$ cat src/hw/ccu_pkg.sv
// Package for the compare condition unit: opcodes, fields, register map
`default_nettype none
package ccu_pkg;
	localparam logic [9:0] OP_EQ      = 10'd300;
	localparam logic [9:0] OP_NE      = 10'd305;
	localparam logic [9:0] OP_LT      = 10'd310;
	localparam logic [9:0] OP_LE      = 10'd315;
	localparam logic [9:0] OP_GT      = 10'd320;
	localparam logic [9:0] OP_GE      = 10'd325;
	localparam logic [9:0] OP_TIME_LO = 10'd341;
	localparam logic [9:0] OP_TIME_HI = 10'd346;
	localparam logic [9:0] OP_TIME_EQ = 10'd341;
	localparam logic [9:0] OP_TIME_NE = 10'd342;
	localparam logic [9:0] OP_TIME_LT = 10'd343;
	localparam logic [9:0] OP_TIME_LE = 10'd344;
	localparam logic [9:0] OP_TIME_GT = 10'd345;
	localparam logic [9:0] OP_TIME_GE = 10'd346;
	localparam int OP_VARIANTS      = 4;
	localparam int OP_GROUP_STEP    = 5;
	localparam int TIME_MASK_BITS   = 6;
	localparam int TIME_WORDS       = 3;
	localparam int YEAR_WRAP        = 8'h98;
	localparam logic [31:0] ADDR_OP      = 32'h0000_0000;
	localparam logic [31:0] ADDR_A_LO    = 32'h0000_0004;
	localparam logic [31:0] ADDR_A_HI    = 32'h0000_0008;
	localparam logic [31:0] ADDR_B_LO    = 32'h0000_000c;
	localparam logic [31:0] ADDR_B_HI    = 32'h0000_0010;
	localparam logic [31:0] ADDR_CTRL    = 32'h0000_0014;
	localparam logic [31:0] ADDR_TA2     = 32'h0000_0018;
	localparam logic [31:0] ADDR_TB2     = 32'h0000_001c;
	localparam logic [31:0] ADDR_STATUS  = 32'h0000_0020;
	localparam int ST_COND  = 0;
	localparam int ST_ERR   = 1;
	localparam int ST_FLAGS = 2;
	localparam int ST_VALID = 8;

	typedef enum logic [1:0] {
		FORM_LOAD,
		FORM_AND,
		FORM_OR
	} ccu_form_type;

	typedef struct packed {
		logic eq;
		logic ne;
		logic lt;
		logic le;
		logic gt;
		logic ge;
	} ccu_flags_type;

	typedef struct packed {
		logic          cond;
		logic          error_flag;
		ccu_flags_type flags;
		logic          flags_valid;
	} ccu_result_type;
endpackage : ccu_pkg
`default_nettype wire

$ cat src/hw/ccu_compare_unit.sv
// Compare condition unit: input and time comparisons driving rung condition
`default_nettype none
module ccu_compare_unit
	import ccu_pkg::*;
(
	input  wire logic        pclk,
	input  wire logic        presetn,
	input  wire logic        psel,
	input  wire logic        penable,
	input  wire logic        pwrite,
	input  wire logic [31:0] paddr,
	input  wire logic [31:0] pwdata,
	input  wire logic [3:0]  pstrb,
	output logic      [31:0] prdata,
	output logic             pready,
	output logic             pslverr,
	output logic             rung_cond,
	output logic             skip_rung,
	output logic             error_flag,
	output logic [5:0]       arith_flags
);
	// ==========================================================
	// Register storage
	// ==========================================================
	logic [31:0]    op_reg;
	logic [31:0]    a_lo_reg;
	logic [31:0]    a_hi_reg;
	logic [31:0]    b_lo_reg;
	logic [31:0]    b_hi_reg;
	logic [31:0]    ctrl_reg;
	logic [31:0]    ta2_reg;
	logic [31:0]    tb2_reg;
	ccu_result_type res_reg;
	ccu_result_type res_next;
	logic           skip_reg;
	logic           skip_next;
	logic [31:0]    prdata_reg;
	logic [31:0]    prdata_next;
	logic           pready_reg;
	logic           pslverr_reg;

	// ==========================================================
	// APB decode
	// ==========================================================
	logic setup_ph;
	logic wr_go;
	logic sel_op;
	logic sel_a_lo;
	logic sel_a_hi;
	logic sel_b_lo;
	logic sel_b_hi;
	logic sel_ctrl;
	logic sel_ta2;
	logic sel_tb2;
	logic sel_status;
	logic mapped;

	// No wait state: answer in the cycle after setup
	assign setup_ph   = psel & ~penable;
	assign wr_go      = psel & penable & pwrite & pready_reg;
	assign sel_op     = paddr == ADDR_OP;
	assign sel_a_lo   = paddr == ADDR_A_LO;
	assign sel_a_hi   = paddr == ADDR_A_HI;
	assign sel_b_lo   = paddr == ADDR_B_LO;
	assign sel_b_hi   = paddr == ADDR_B_HI;
	assign sel_ctrl   = paddr == ADDR_CTRL;
	assign sel_ta2    = paddr == ADDR_TA2;
	assign sel_tb2    = paddr == ADDR_TB2;
	assign sel_status = paddr == ADDR_STATUS;
	assign mapped     = sel_op | sel_a_lo | sel_a_hi | sel_b_lo | sel_b_hi | sel_ctrl |
		sel_ta2 | sel_tb2 | sel_status;

	function automatic logic [31:0] strb_merge(input logic [31:0] old,
			input logic [31:0] data, input logic [3:0] strb);
		logic [31:0] r;
		r = old;
		for (int k = 0; k < 4; k++) begin
			if (strb[k]) begin
				r[k*8 +: 8] = data[k*8 +: 8];
			end
		end
		return r;
	endfunction : strb_merge

	// ==========================================================
	// Operation decode
	// ==========================================================
	logic [31:0]  op_word;
	logic [9:0]   opcode;
	ccu_form_type form;
	logic         fire;
	logic         in_range;
	logic         is_time;
	logic [9:0]   rel_off;
	logic [2:0]   rel_idx;
	logic [1:0]   variant;
	logic         opt_dbl;
	logic         opt_sgn;
	logic         valid_op;

	// Execute decodes the word on the bus, which lands in op_reg only at this edge
	assign op_word  = (wr_go & sel_op) ? strb_merge(op_reg, pwdata, pstrb) : op_reg;
	assign opcode   = op_word[9:0];
	assign form     = ccu_form_type'(op_word[17:16]);
	// Writing the operation register with bit 31 set and pstrb[3] high executes it
	assign fire     = wr_go & sel_op & pstrb[3] & pwdata[31];
	assign in_range = (opcode >= OP_EQ) && (opcode <= OP_GE + 10'(OP_VARIANTS - 1));
	assign is_time  = (opcode >= OP_TIME_LO) && (opcode <= OP_TIME_HI);
	assign rel_off  = opcode - OP_EQ;
	assign rel_idx  = 3'(rel_off / 10'(OP_GROUP_STEP));
	assign variant  = 2'(rel_off % 10'(OP_GROUP_STEP));
	assign opt_dbl  = variant[0] | (variant == 2'd3);
	assign opt_sgn  = variant[1];
	assign valid_op = (is_time | (in_range && (rel_off % 10'(OP_GROUP_STEP)) <
		10'(OP_VARIANTS))) && (form != 2'd3);

	// ==========================================================
	// Numeric comparison
	// ==========================================================
	logic [31:0] a_val;
	logic [31:0] b_val;
	logic        num_lt;
	logic        num_eq;

	// Upper half from the higher-address word only when double length
	assign a_val  = opt_dbl ? {a_hi_reg[15:0], a_lo_reg[15:0]} :
		{{16{opt_sgn & a_lo_reg[15]}}, a_lo_reg[15:0]};
	assign b_val  = opt_dbl ? {b_hi_reg[15:0], b_lo_reg[15:0]} :
		{{16{opt_sgn & b_lo_reg[15]}}, b_lo_reg[15:0]};
	assign num_eq = a_val == b_val;
	// BCD orders like unsigned binary, so unsigned covers both
	assign num_lt = opt_sgn ? ($signed(a_val) < $signed(b_val)) : (a_val < b_val);

	// ==========================================================
	// Time comparison
	// ==========================================================
	logic t_all_masked;
	logic t_lt;
	logic t_gt;

	ccu_time_cmp u_time (
		.first_w0   (a_lo_reg[15:0]),
		.first_w1   (a_hi_reg[15:0]),
		.first_w2   (ta2_reg[15:0]),
		.second_w0  (b_lo_reg[15:0]),
		.second_w1  (b_hi_reg[15:0]),
		.second_w2  (tb2_reg[15:0]),
		.mask_word  (ctrl_reg[15:0]),
		.all_masked (t_all_masked),
		.is_less    (t_lt),
		.is_greater (t_gt)
	);

	// ==========================================================
	// Relation and condition
	// ==========================================================
	logic          r_lt;
	logic          r_eq;
	logic          r_gt;
	logic [2:0]    rel_sel;
	logic          rel_true;
	ccu_flags_type t_flags;

	assign r_lt    = is_time ? t_lt : num_lt;
	assign r_gt    = is_time ? t_gt : (~num_lt & ~num_eq);
	assign r_eq    = ~r_lt & ~r_gt;
	assign rel_sel = is_time ? 3'(opcode - OP_TIME_EQ) : rel_idx;
	always_comb begin
		unique case (rel_sel)
			3'd0:    rel_true = r_eq;
			3'd1:    rel_true = ~r_eq;
			3'd2:    rel_true = r_lt;
			3'd3:    rel_true = r_lt | r_eq;
			3'd4:    rel_true = r_gt;
			3'd5:    rel_true = r_gt | r_eq;
			default: rel_true = 1'b0;
		endcase
	end
	assign t_flags = '{eq: r_eq, ne: ~r_eq, lt: r_lt, le: r_lt | r_eq,
		gt: r_gt, ge: r_gt | r_eq};

	always_comb begin
		res_next  = res_reg;
		skip_next = skip_reg;
		if (fire && valid_op) begin
			if (is_time && t_all_masked) begin
				res_next.cond       = 1'b0;
				res_next.error_flag = 1'b1;
				skip_next           = form == FORM_AND;
			end else begin
				res_next.error_flag = 1'b0;
				unique case (form)
					FORM_LOAD: res_next.cond = rel_true;
					FORM_AND:  res_next.cond = res_reg.cond & rel_true;
					FORM_OR:   res_next.cond = res_reg.cond | rel_true;
					default:   res_next.cond = res_reg.cond;
				endcase
				skip_next = (form == FORM_AND) & ~(res_reg.cond & rel_true);
				if (is_time) begin
					res_next.flags       = t_flags;
					res_next.flags_valid = 1'b1;
				end
			end
		end
	end

	// ==========================================================
	// Read mux
	// ==========================================================
	logic [31:0] status_word;

	assign status_word = {23'h0, res_reg.flags_valid, res_reg.flags,
		res_reg.error_flag, res_reg.cond};

	always_comb begin
		prdata_next = prdata_reg;
		if (setup_ph && !pwrite) begin
			unique case (1'b1)
				sel_op:     prdata_next = {14'h0, op_reg[17:16], 6'h0, op_reg[9:0]};
				sel_a_lo:   prdata_next = a_lo_reg;
				sel_a_hi:   prdata_next = a_hi_reg;
				sel_b_lo:   prdata_next = b_lo_reg;
				sel_b_hi:   prdata_next = b_hi_reg;
				sel_ctrl:   prdata_next = ctrl_reg;
				sel_ta2:    prdata_next = ta2_reg;
				sel_tb2:    prdata_next = tb2_reg;
				sel_status: prdata_next = status_word;
				default:    prdata_next = 32'h0;
			endcase
		end
	end

	// ==========================================================
	// Sequential
	// ==========================================================
	always_ff @(posedge pclk or negedge presetn) begin
		if (!presetn) begin
			pready_reg  <= 1'b0;
			pslverr_reg <= 1'b0;
			prdata_reg  <= 32'h0;
		end else begin
			pready_reg  <= setup_ph;
			pslverr_reg <= setup_ph & ~mapped;
			prdata_reg  <= prdata_next;
		end
	end

	always_ff @(posedge pclk or negedge presetn) begin
		if (!presetn) begin
			op_reg   <= 32'h0;
			a_lo_reg <= 32'h0;
			a_hi_reg <= 32'h0;
			b_lo_reg <= 32'h0;
			b_hi_reg <= 32'h0;
			ctrl_reg <= 32'h0;
			ta2_reg  <= 32'h0;
			tb2_reg  <= 32'h0;
		end else if (wr_go) begin
			if (sel_op)   op_reg   <= strb_merge(op_reg, pwdata, pstrb);
			if (sel_a_lo) a_lo_reg <= strb_merge(a_lo_reg, pwdata, pstrb);
			if (sel_a_hi) a_hi_reg <= strb_merge(a_hi_reg, pwdata, pstrb);
			if (sel_b_lo) b_lo_reg <= strb_merge(b_lo_reg, pwdata, pstrb);
			if (sel_b_hi) b_hi_reg <= strb_merge(b_hi_reg, pwdata, pstrb);
			if (sel_ctrl) ctrl_reg <= strb_merge(ctrl_reg, pwdata, pstrb);
			if (sel_ta2)  ta2_reg  <= strb_merge(ta2_reg, pwdata, pstrb);
			if (sel_tb2)  tb2_reg  <= strb_merge(tb2_reg, pwdata, pstrb);
		end
	end

	always_ff @(posedge pclk or negedge presetn) begin
		if (!presetn) begin
			res_reg  <= '0;
			skip_reg <= 1'b0;
		end else begin
			res_reg  <= res_next;
			skip_reg <= skip_next;
		end
	end

	assign prdata      = prdata_reg;
	assign pready      = pready_reg;
	assign pslverr     = pslverr_reg;
	assign rung_cond   = res_reg.cond;
	assign skip_rung   = skip_reg;
	assign error_flag  = res_reg.error_flag;
	assign arith_flags = res_reg.flags;
endmodule : ccu_compare_unit
`default_nettype wire

$ cat src/hw/ccu_time_cmp.sv
// Masked BCD calendar comparison of two three-word time blocks
`default_nettype none
module ccu_time_cmp
	import ccu_pkg::*;
(
	input  wire logic [15:0] first_w0,
	input  wire logic [15:0] first_w1,
	input  wire logic [15:0] first_w2,
	input  wire logic [15:0] second_w0,
	input  wire logic [15:0] second_w1,
	input  wire logic [15:0] second_w2,
	input  wire logic [15:0] mask_word,
	output logic             all_masked,
	output logic             is_less,
	output logic             is_greater
);
	logic [7:0] fa [TIME_MASK_BITS];
	logic [7:0] fb [TIME_MASK_BITS];
	logic [8:0] ka [TIME_MASK_BITS];
	logic [8:0] kb [TIME_MASK_BITS];
	logic [TIME_MASK_BITS:0] lt_chain;
	logic [TIME_MASK_BITS:0] gt_chain;

	// Fields 0..5: sec, min, hour, day, month, year
	assign fa[0] = first_w0[7:0];
	assign fa[1] = first_w0[15:8];
	assign fa[2] = first_w1[7:0];
	assign fa[3] = first_w1[15:8];
	assign fa[4] = first_w2[7:0];
	assign fa[5] = first_w2[15:8];
	assign fb[0] = second_w0[7:0];
	assign fb[1] = second_w0[15:8];
	assign fb[2] = second_w1[7:0];
	assign fb[3] = second_w1[15:8];
	assign fb[4] = second_w2[7:0];
	assign fb[5] = second_w2[15:8];

	assign all_masked = &mask_word[TIME_MASK_BITS-1:0];
	assign lt_chain[TIME_MASK_BITS] = 1'b0;
	assign gt_chain[TIME_MASK_BITS] = 1'b0;

	genvar i;
	generate
		for (i = 0; i < TIME_MASK_BITS; i++) begin : g_field
			if (i == TIME_MASK_BITS - 1) begin : g_year
				// 98/99 precede 00 in century order
				assign ka[i] = {fa[i] < 8'(YEAR_WRAP), fa[i]};
				assign kb[i] = {fb[i] < 8'(YEAR_WRAP), fb[i]};
			end else begin : g_plain
				assign ka[i] = {1'b0, fa[i]};
				assign kb[i] = {1'b0, fb[i]};
			end
			// Most significant unmasked differing field decides
			assign lt_chain[i] = lt_chain[i+1] | (~gt_chain[i+1] & ~mask_word[i] &
				(ka[i] < kb[i]));
			assign gt_chain[i] = gt_chain[i+1] | (~lt_chain[i+1] & ~mask_word[i] &
				(ka[i] > kb[i]));
		end
	endgenerate

	assign is_less    = lt_chain[0];
	assign is_greater = gt_chain[0];
endmodule : ccu_time_cmp
`default_nettype wire
$ cat config.mk
export PLATFORM = sky130hd
export DESIGN_NAME = ccu_compare_unit
export DESIGN_NICKNAME = d
export VERILOG_FILES = /design/src/hw/ccu_pkg.sv /design/src/hw/ccu_compare_unit.sv /design/src/hw/ccu_time_cmp.sv
export SDC_FILE = /design/constraint.sdc
export NUM_CORES = 1
export LEC_CHECK = 0
export BUFFER_PORTS_ARGS = -buffer_cell sky130_fd_sc_hd__buf_2
export CORE_MARGIN = 1.5
export CORE_UTILIZATION = 43
export CTS_CLUSTER_DIAMETER = 50
export CTS_CLUSTER_SIZE = 8
export DETAILED_ROUTE_END_ITERATION = 10
export SYNTH_ARGS = -nofsm -noshare
export SYNTH_HDL_FRONTEND = slang
export SYNTH_HIERARCHICAL = 1
export SYNTH_SLANG_ARGS = --single-unit
$ cat constraint.sdc
create_clock -name pclk -period 18.4 [get_ports pclk]
set_input_delay 3.68 -clock pclk [delete_from_list [all_inputs] [get_ports pclk]]
set_output_delay 3.68 -clock pclk [all_outputs]
set_load 0.05 [all_outputs]
==> impl_summary.log <==
INFO  metric status = finished clean
INFO  metric fillers = 3485
INFO  metric clk_pin_slew_worst_paths = 0.05 ns
INFO  metric netlist.top_cell.by_area = sky130_fd_sc_hd__dfrtp_1
INFO  metric crit-reg2reg-launch = pready
INFO  metric number_of_clock_buffers_inserted_by_tritoncts = 43
INFO  metric reg_area = 0.00701 mm²
INFO  metric timing.hold.ws = 0.475 ns
INFO  metric floorplan.die_area = 0.0394 mm²
INFO  metric netlist_instances = 1524
INFO  metric i_o_pin_count = 116
INFO  metric synth.most_common_cell = sky130_fd_sc_hd__dfrtp_1
INFO  metric worstPathMaxFanout = 34
INFO  metric detail_route.wirelength = 48000 µm
INFO  metric clock_sinks = 280
INFO  metric depth_of_the_worst_register_to_register_path = 48
INFO  metric hpwlAfterDp = 33900 µm
INFO  metric cts_max_level = 2
INFO  metric grt_most_used_layer = met2
INFO  metric holdPathEnd = res_reg[0]
INFO  metric post_drt_wl_per_cell = 22.2 µm
INFO  metric detailroute.via_count = 12900
INFO  metric hold_wc_path_type = reg -> reg
INFO  metric area_of_combinational_cells_with_multiple_inputs = 0.00886 mm²
INFO  metric number_of_buffers_added_to_fix_hold_violations_after_cts = 0
INFO  metric critPathLaunchType = primary input
INFO  metric tcrit_tclk_final = 79.0%
INFO  metric stdcell_area = 0.0188 mm²
INFO  metric design.final.nets = 1804
INFO  metric postCtsResizedCells = 0
INFO  metric finalWorstPathRequiredPeriod = 14.54 ns
INFO  metric min_from = res_reg[0]
INFO  metric clock_tree_from_tritoncts = yes
INFO  metric fin_util = 49.9%
INFO  metric grt-ovfl-total = 0
INFO  metric yosys-top-cells-area = sky130_fd_sc_hd__dfrtp_1 (43%), sky130_fd_sc_hd__mux2_2 (18%), sky130_fd_sc_hd__ha_1 (7.2%)
INFO  metric fin_cells = 2159
INFO  metric antenna_found_initial = 3
INFO  metric drt_iter0_markers = 1017
INFO  metric rrSetupSlack = 6.87 ns
INFO  metric grt_first_pass_wirelength = 75300 µm
INFO  metric path_class = in -> reg
INFO  metric final_hold_viol_count = 0
INFO  metric number_of_cells_on_the_worst_hold_path = 1
INFO  metric grt_use_met1 = 33.7%
INFO  metric post_dp_cell_area = 0.0176 mm²
INFO  metric yosysWarnings = 6
INFO  metric setup_repair_after_global_routing_missed_its_margin = false
INFO  metric ys_async_sr_fraction = 100%
INFO  metric avgSynthCellArea = 10.8 µm²
INFO  metric die_height = 199 µm
INFO  metric io_buffers = 115
INFO  metric grt_pass1_vias = 13000
INFO  metric synthesis.area = 0.0164 mm²
INFO  metric dominantRegCellSynth = sky130_fd_sc_hd__dfrtp_1
INFO  metric pwr_density_cell = 76.1 mW/mm²
INFO  metric postSynthRegisterBits = 280
INFO  metric layout_cells_sized_above_1 = 29.5%
INFO  metric timing.rr.end = rung_cond
INFO  metric drt-pass1-iter-count = 8
INFO  metric mappedNetlistNets = 1692
INFO  metric clock_path_buffers = 3
INFO  metric drt_drc_violations_left = 0
INFO  metric achievable-frequency = 0.0688 GHz
INFO  metric max_cap_viol_count = 0
INFO  metric timing.critical_path.slowest_stage_cell = sky130_fd_sc_hd__a211oi_1
INFO  metric root_buffer = sky130_fd_sc_hd__clkbuf_16
INFO  metric numPlacedInstances = 2102
INFO  metric core-area = 0.0377 mm²
INFO  metric timing.slew.headroom = 19.2%
INFO  metric worstMarginPinSlew = 1.20 ns
INFO  metric synth_largest_type_area_fraction = 42.6%
INFO  metric critPathMaxStageDelay = 0.42 ns
INFO  metric worstPathArrival = 14.97 ns
INFO  metric floorplan.initialDensity = 43.7%
INFO  metric skew = 0.0173 ns
INFO  metric clk-insertion-delay-late = 0.55 ns
INFO  metric met2_usage = 40.1%
INFO  metric route.antenna.remaining_nets = 0
INFO  metric critPathCaptureType = flop
INFO  metric globalRouteTotalUtil = 24.8%
INFO  metric post_cts_buffers = 0
INFO  metric number_of_distinct_library_cells_after_synthesis = 91
INFO  metric report.final.slew_viol_count = 0
INFO  metric setup-tns-final = 0 ns
INFO  metric vias_per_cell = 5.97
INFO  metric vdd_drop_max = 0.0709 mV
INFO  metric synth-edff-count = 0
INFO  metric placement_rows = 71
INFO  metric power_leakage = 8.86 nW
INFO  metric gp_congestion = 0.899
INFO  metric cell_types_with_the_highest_counts_after_synthesis = sky130_fd_sc_hd__dfrtp_1 (280), sky130_fd_sc_hd__mux2_2 (260), sky130_fd_sc_hd__nand2_1 (116)
INFO  metric setup_viol = 0
INFO  metric die_w = 199 µm
INFO  metric cp_data_required_time = 18.82 ns
INFO  metric maximum_number_of_pins_on_one_net_before_global_route_repair = 180
INFO  metric area_growth_syn_to_fin = 14.2%
INFO  metric yosysSeqAreaShare = 42.6%
INFO  metric global_route.usage.met3 = 4.37%
-- placed cells by master, fill, tap and decap left out, drive strengths merged, types with 14 or more instances in the layout --
cell      n
dfrtp   280
mux2    261
buf     133
nand2   117
ha       95
nor2     91
inv      90
o21ai    58
a21oi    51
clkbuf   47
a222oi   37
a31oi    29
mux2i    29
nor3     25
nand4    24
a221oi   23
nand3    22
nor4     19
o21a     17
a21o     16
nor2b    14
-- where the power goes --
| group | internal [W] | leakage, nW | total [W] | switching (W) |
|---|---|---|---|---|
| clock | 0.000436 | 0.595 | 0.000715 | 0.000279 |
| sequential | 0.000624 | 3.87 | 0.000630 | 0.00000560 |
| combinational | 0.0000193 | 4.39 | 0.0000844 | 0.0000651 |
| total | 0.00108 | 8.86 | 0.00143 | 0.000350 |
-- final cells by class --
class	count	area share, %
antenna	2	0.0266
clock buffer	47	5.86
clock inverter	8	0.546
inverter	89	1.79
multi-input combinational	1089	47.2
sequential	280	37.3
tap	511	3.40
timing repair buffer	133	3.90
-- through the flow --
stage          worst slack, ns  total power, W
2_1_floorplan             5.03        0.000680
3_3_place_gp              3.95        0.000725
3_5_place_dp              3.45        0.000725
4_1_cts                   3.97         0.00144
5_1_grt                   2.82         0.00147
6_report                  3.86         0.00143
-- routing by layer --
layer | wire (µm) | share of wire (%)
met5 | 26 | 0.054
met1 | 21400 | 45
met4 | 1380 | 2.9
met3 | 2790 | 5.8
met2 | 22400 | 47
-- critical path, delay by kind of cell --
kind | cells | cell delay, ns
multiplexers | 3 | 0.67
AO/OA/AOI/OAI | 20 | 4.43
XOR/XNOR | 4 | 1.00
adder cells (fa/ha/maj) | 4 | 1.29
buffers and inverters | 5 | 1.08
AND/OR/NAND/NOR | 13 | 2.75
-- kinds of logic after synthesis --
logic type / synth area share (%)
and+or+nand+nor: 11.2
adders and majority gates: 7.23
AOI/OAI and AO/OA: 14.7
buffers and inverters: 3.80
DFF: 42.6
xor gates and xnor gates: 0.791
muxes: 19.7
-- how the worst max path moves through the flow --
stage,from,endpoint,slack (ns)
6_report,paddr[14],rung_cond,3.86
5_1_grt,paddr[24],rung_cond,2.82
4_1_cts,paddr[8],rung_cond,3.97
3_5_place_dp,paddr[8],rung_cond,3.45
3_3_place_gp,paddr[14],rung_cond,3.95
2_1_floorplan,paddr[21],rung_cond,5.03
(Power assumes the default switching activity.)
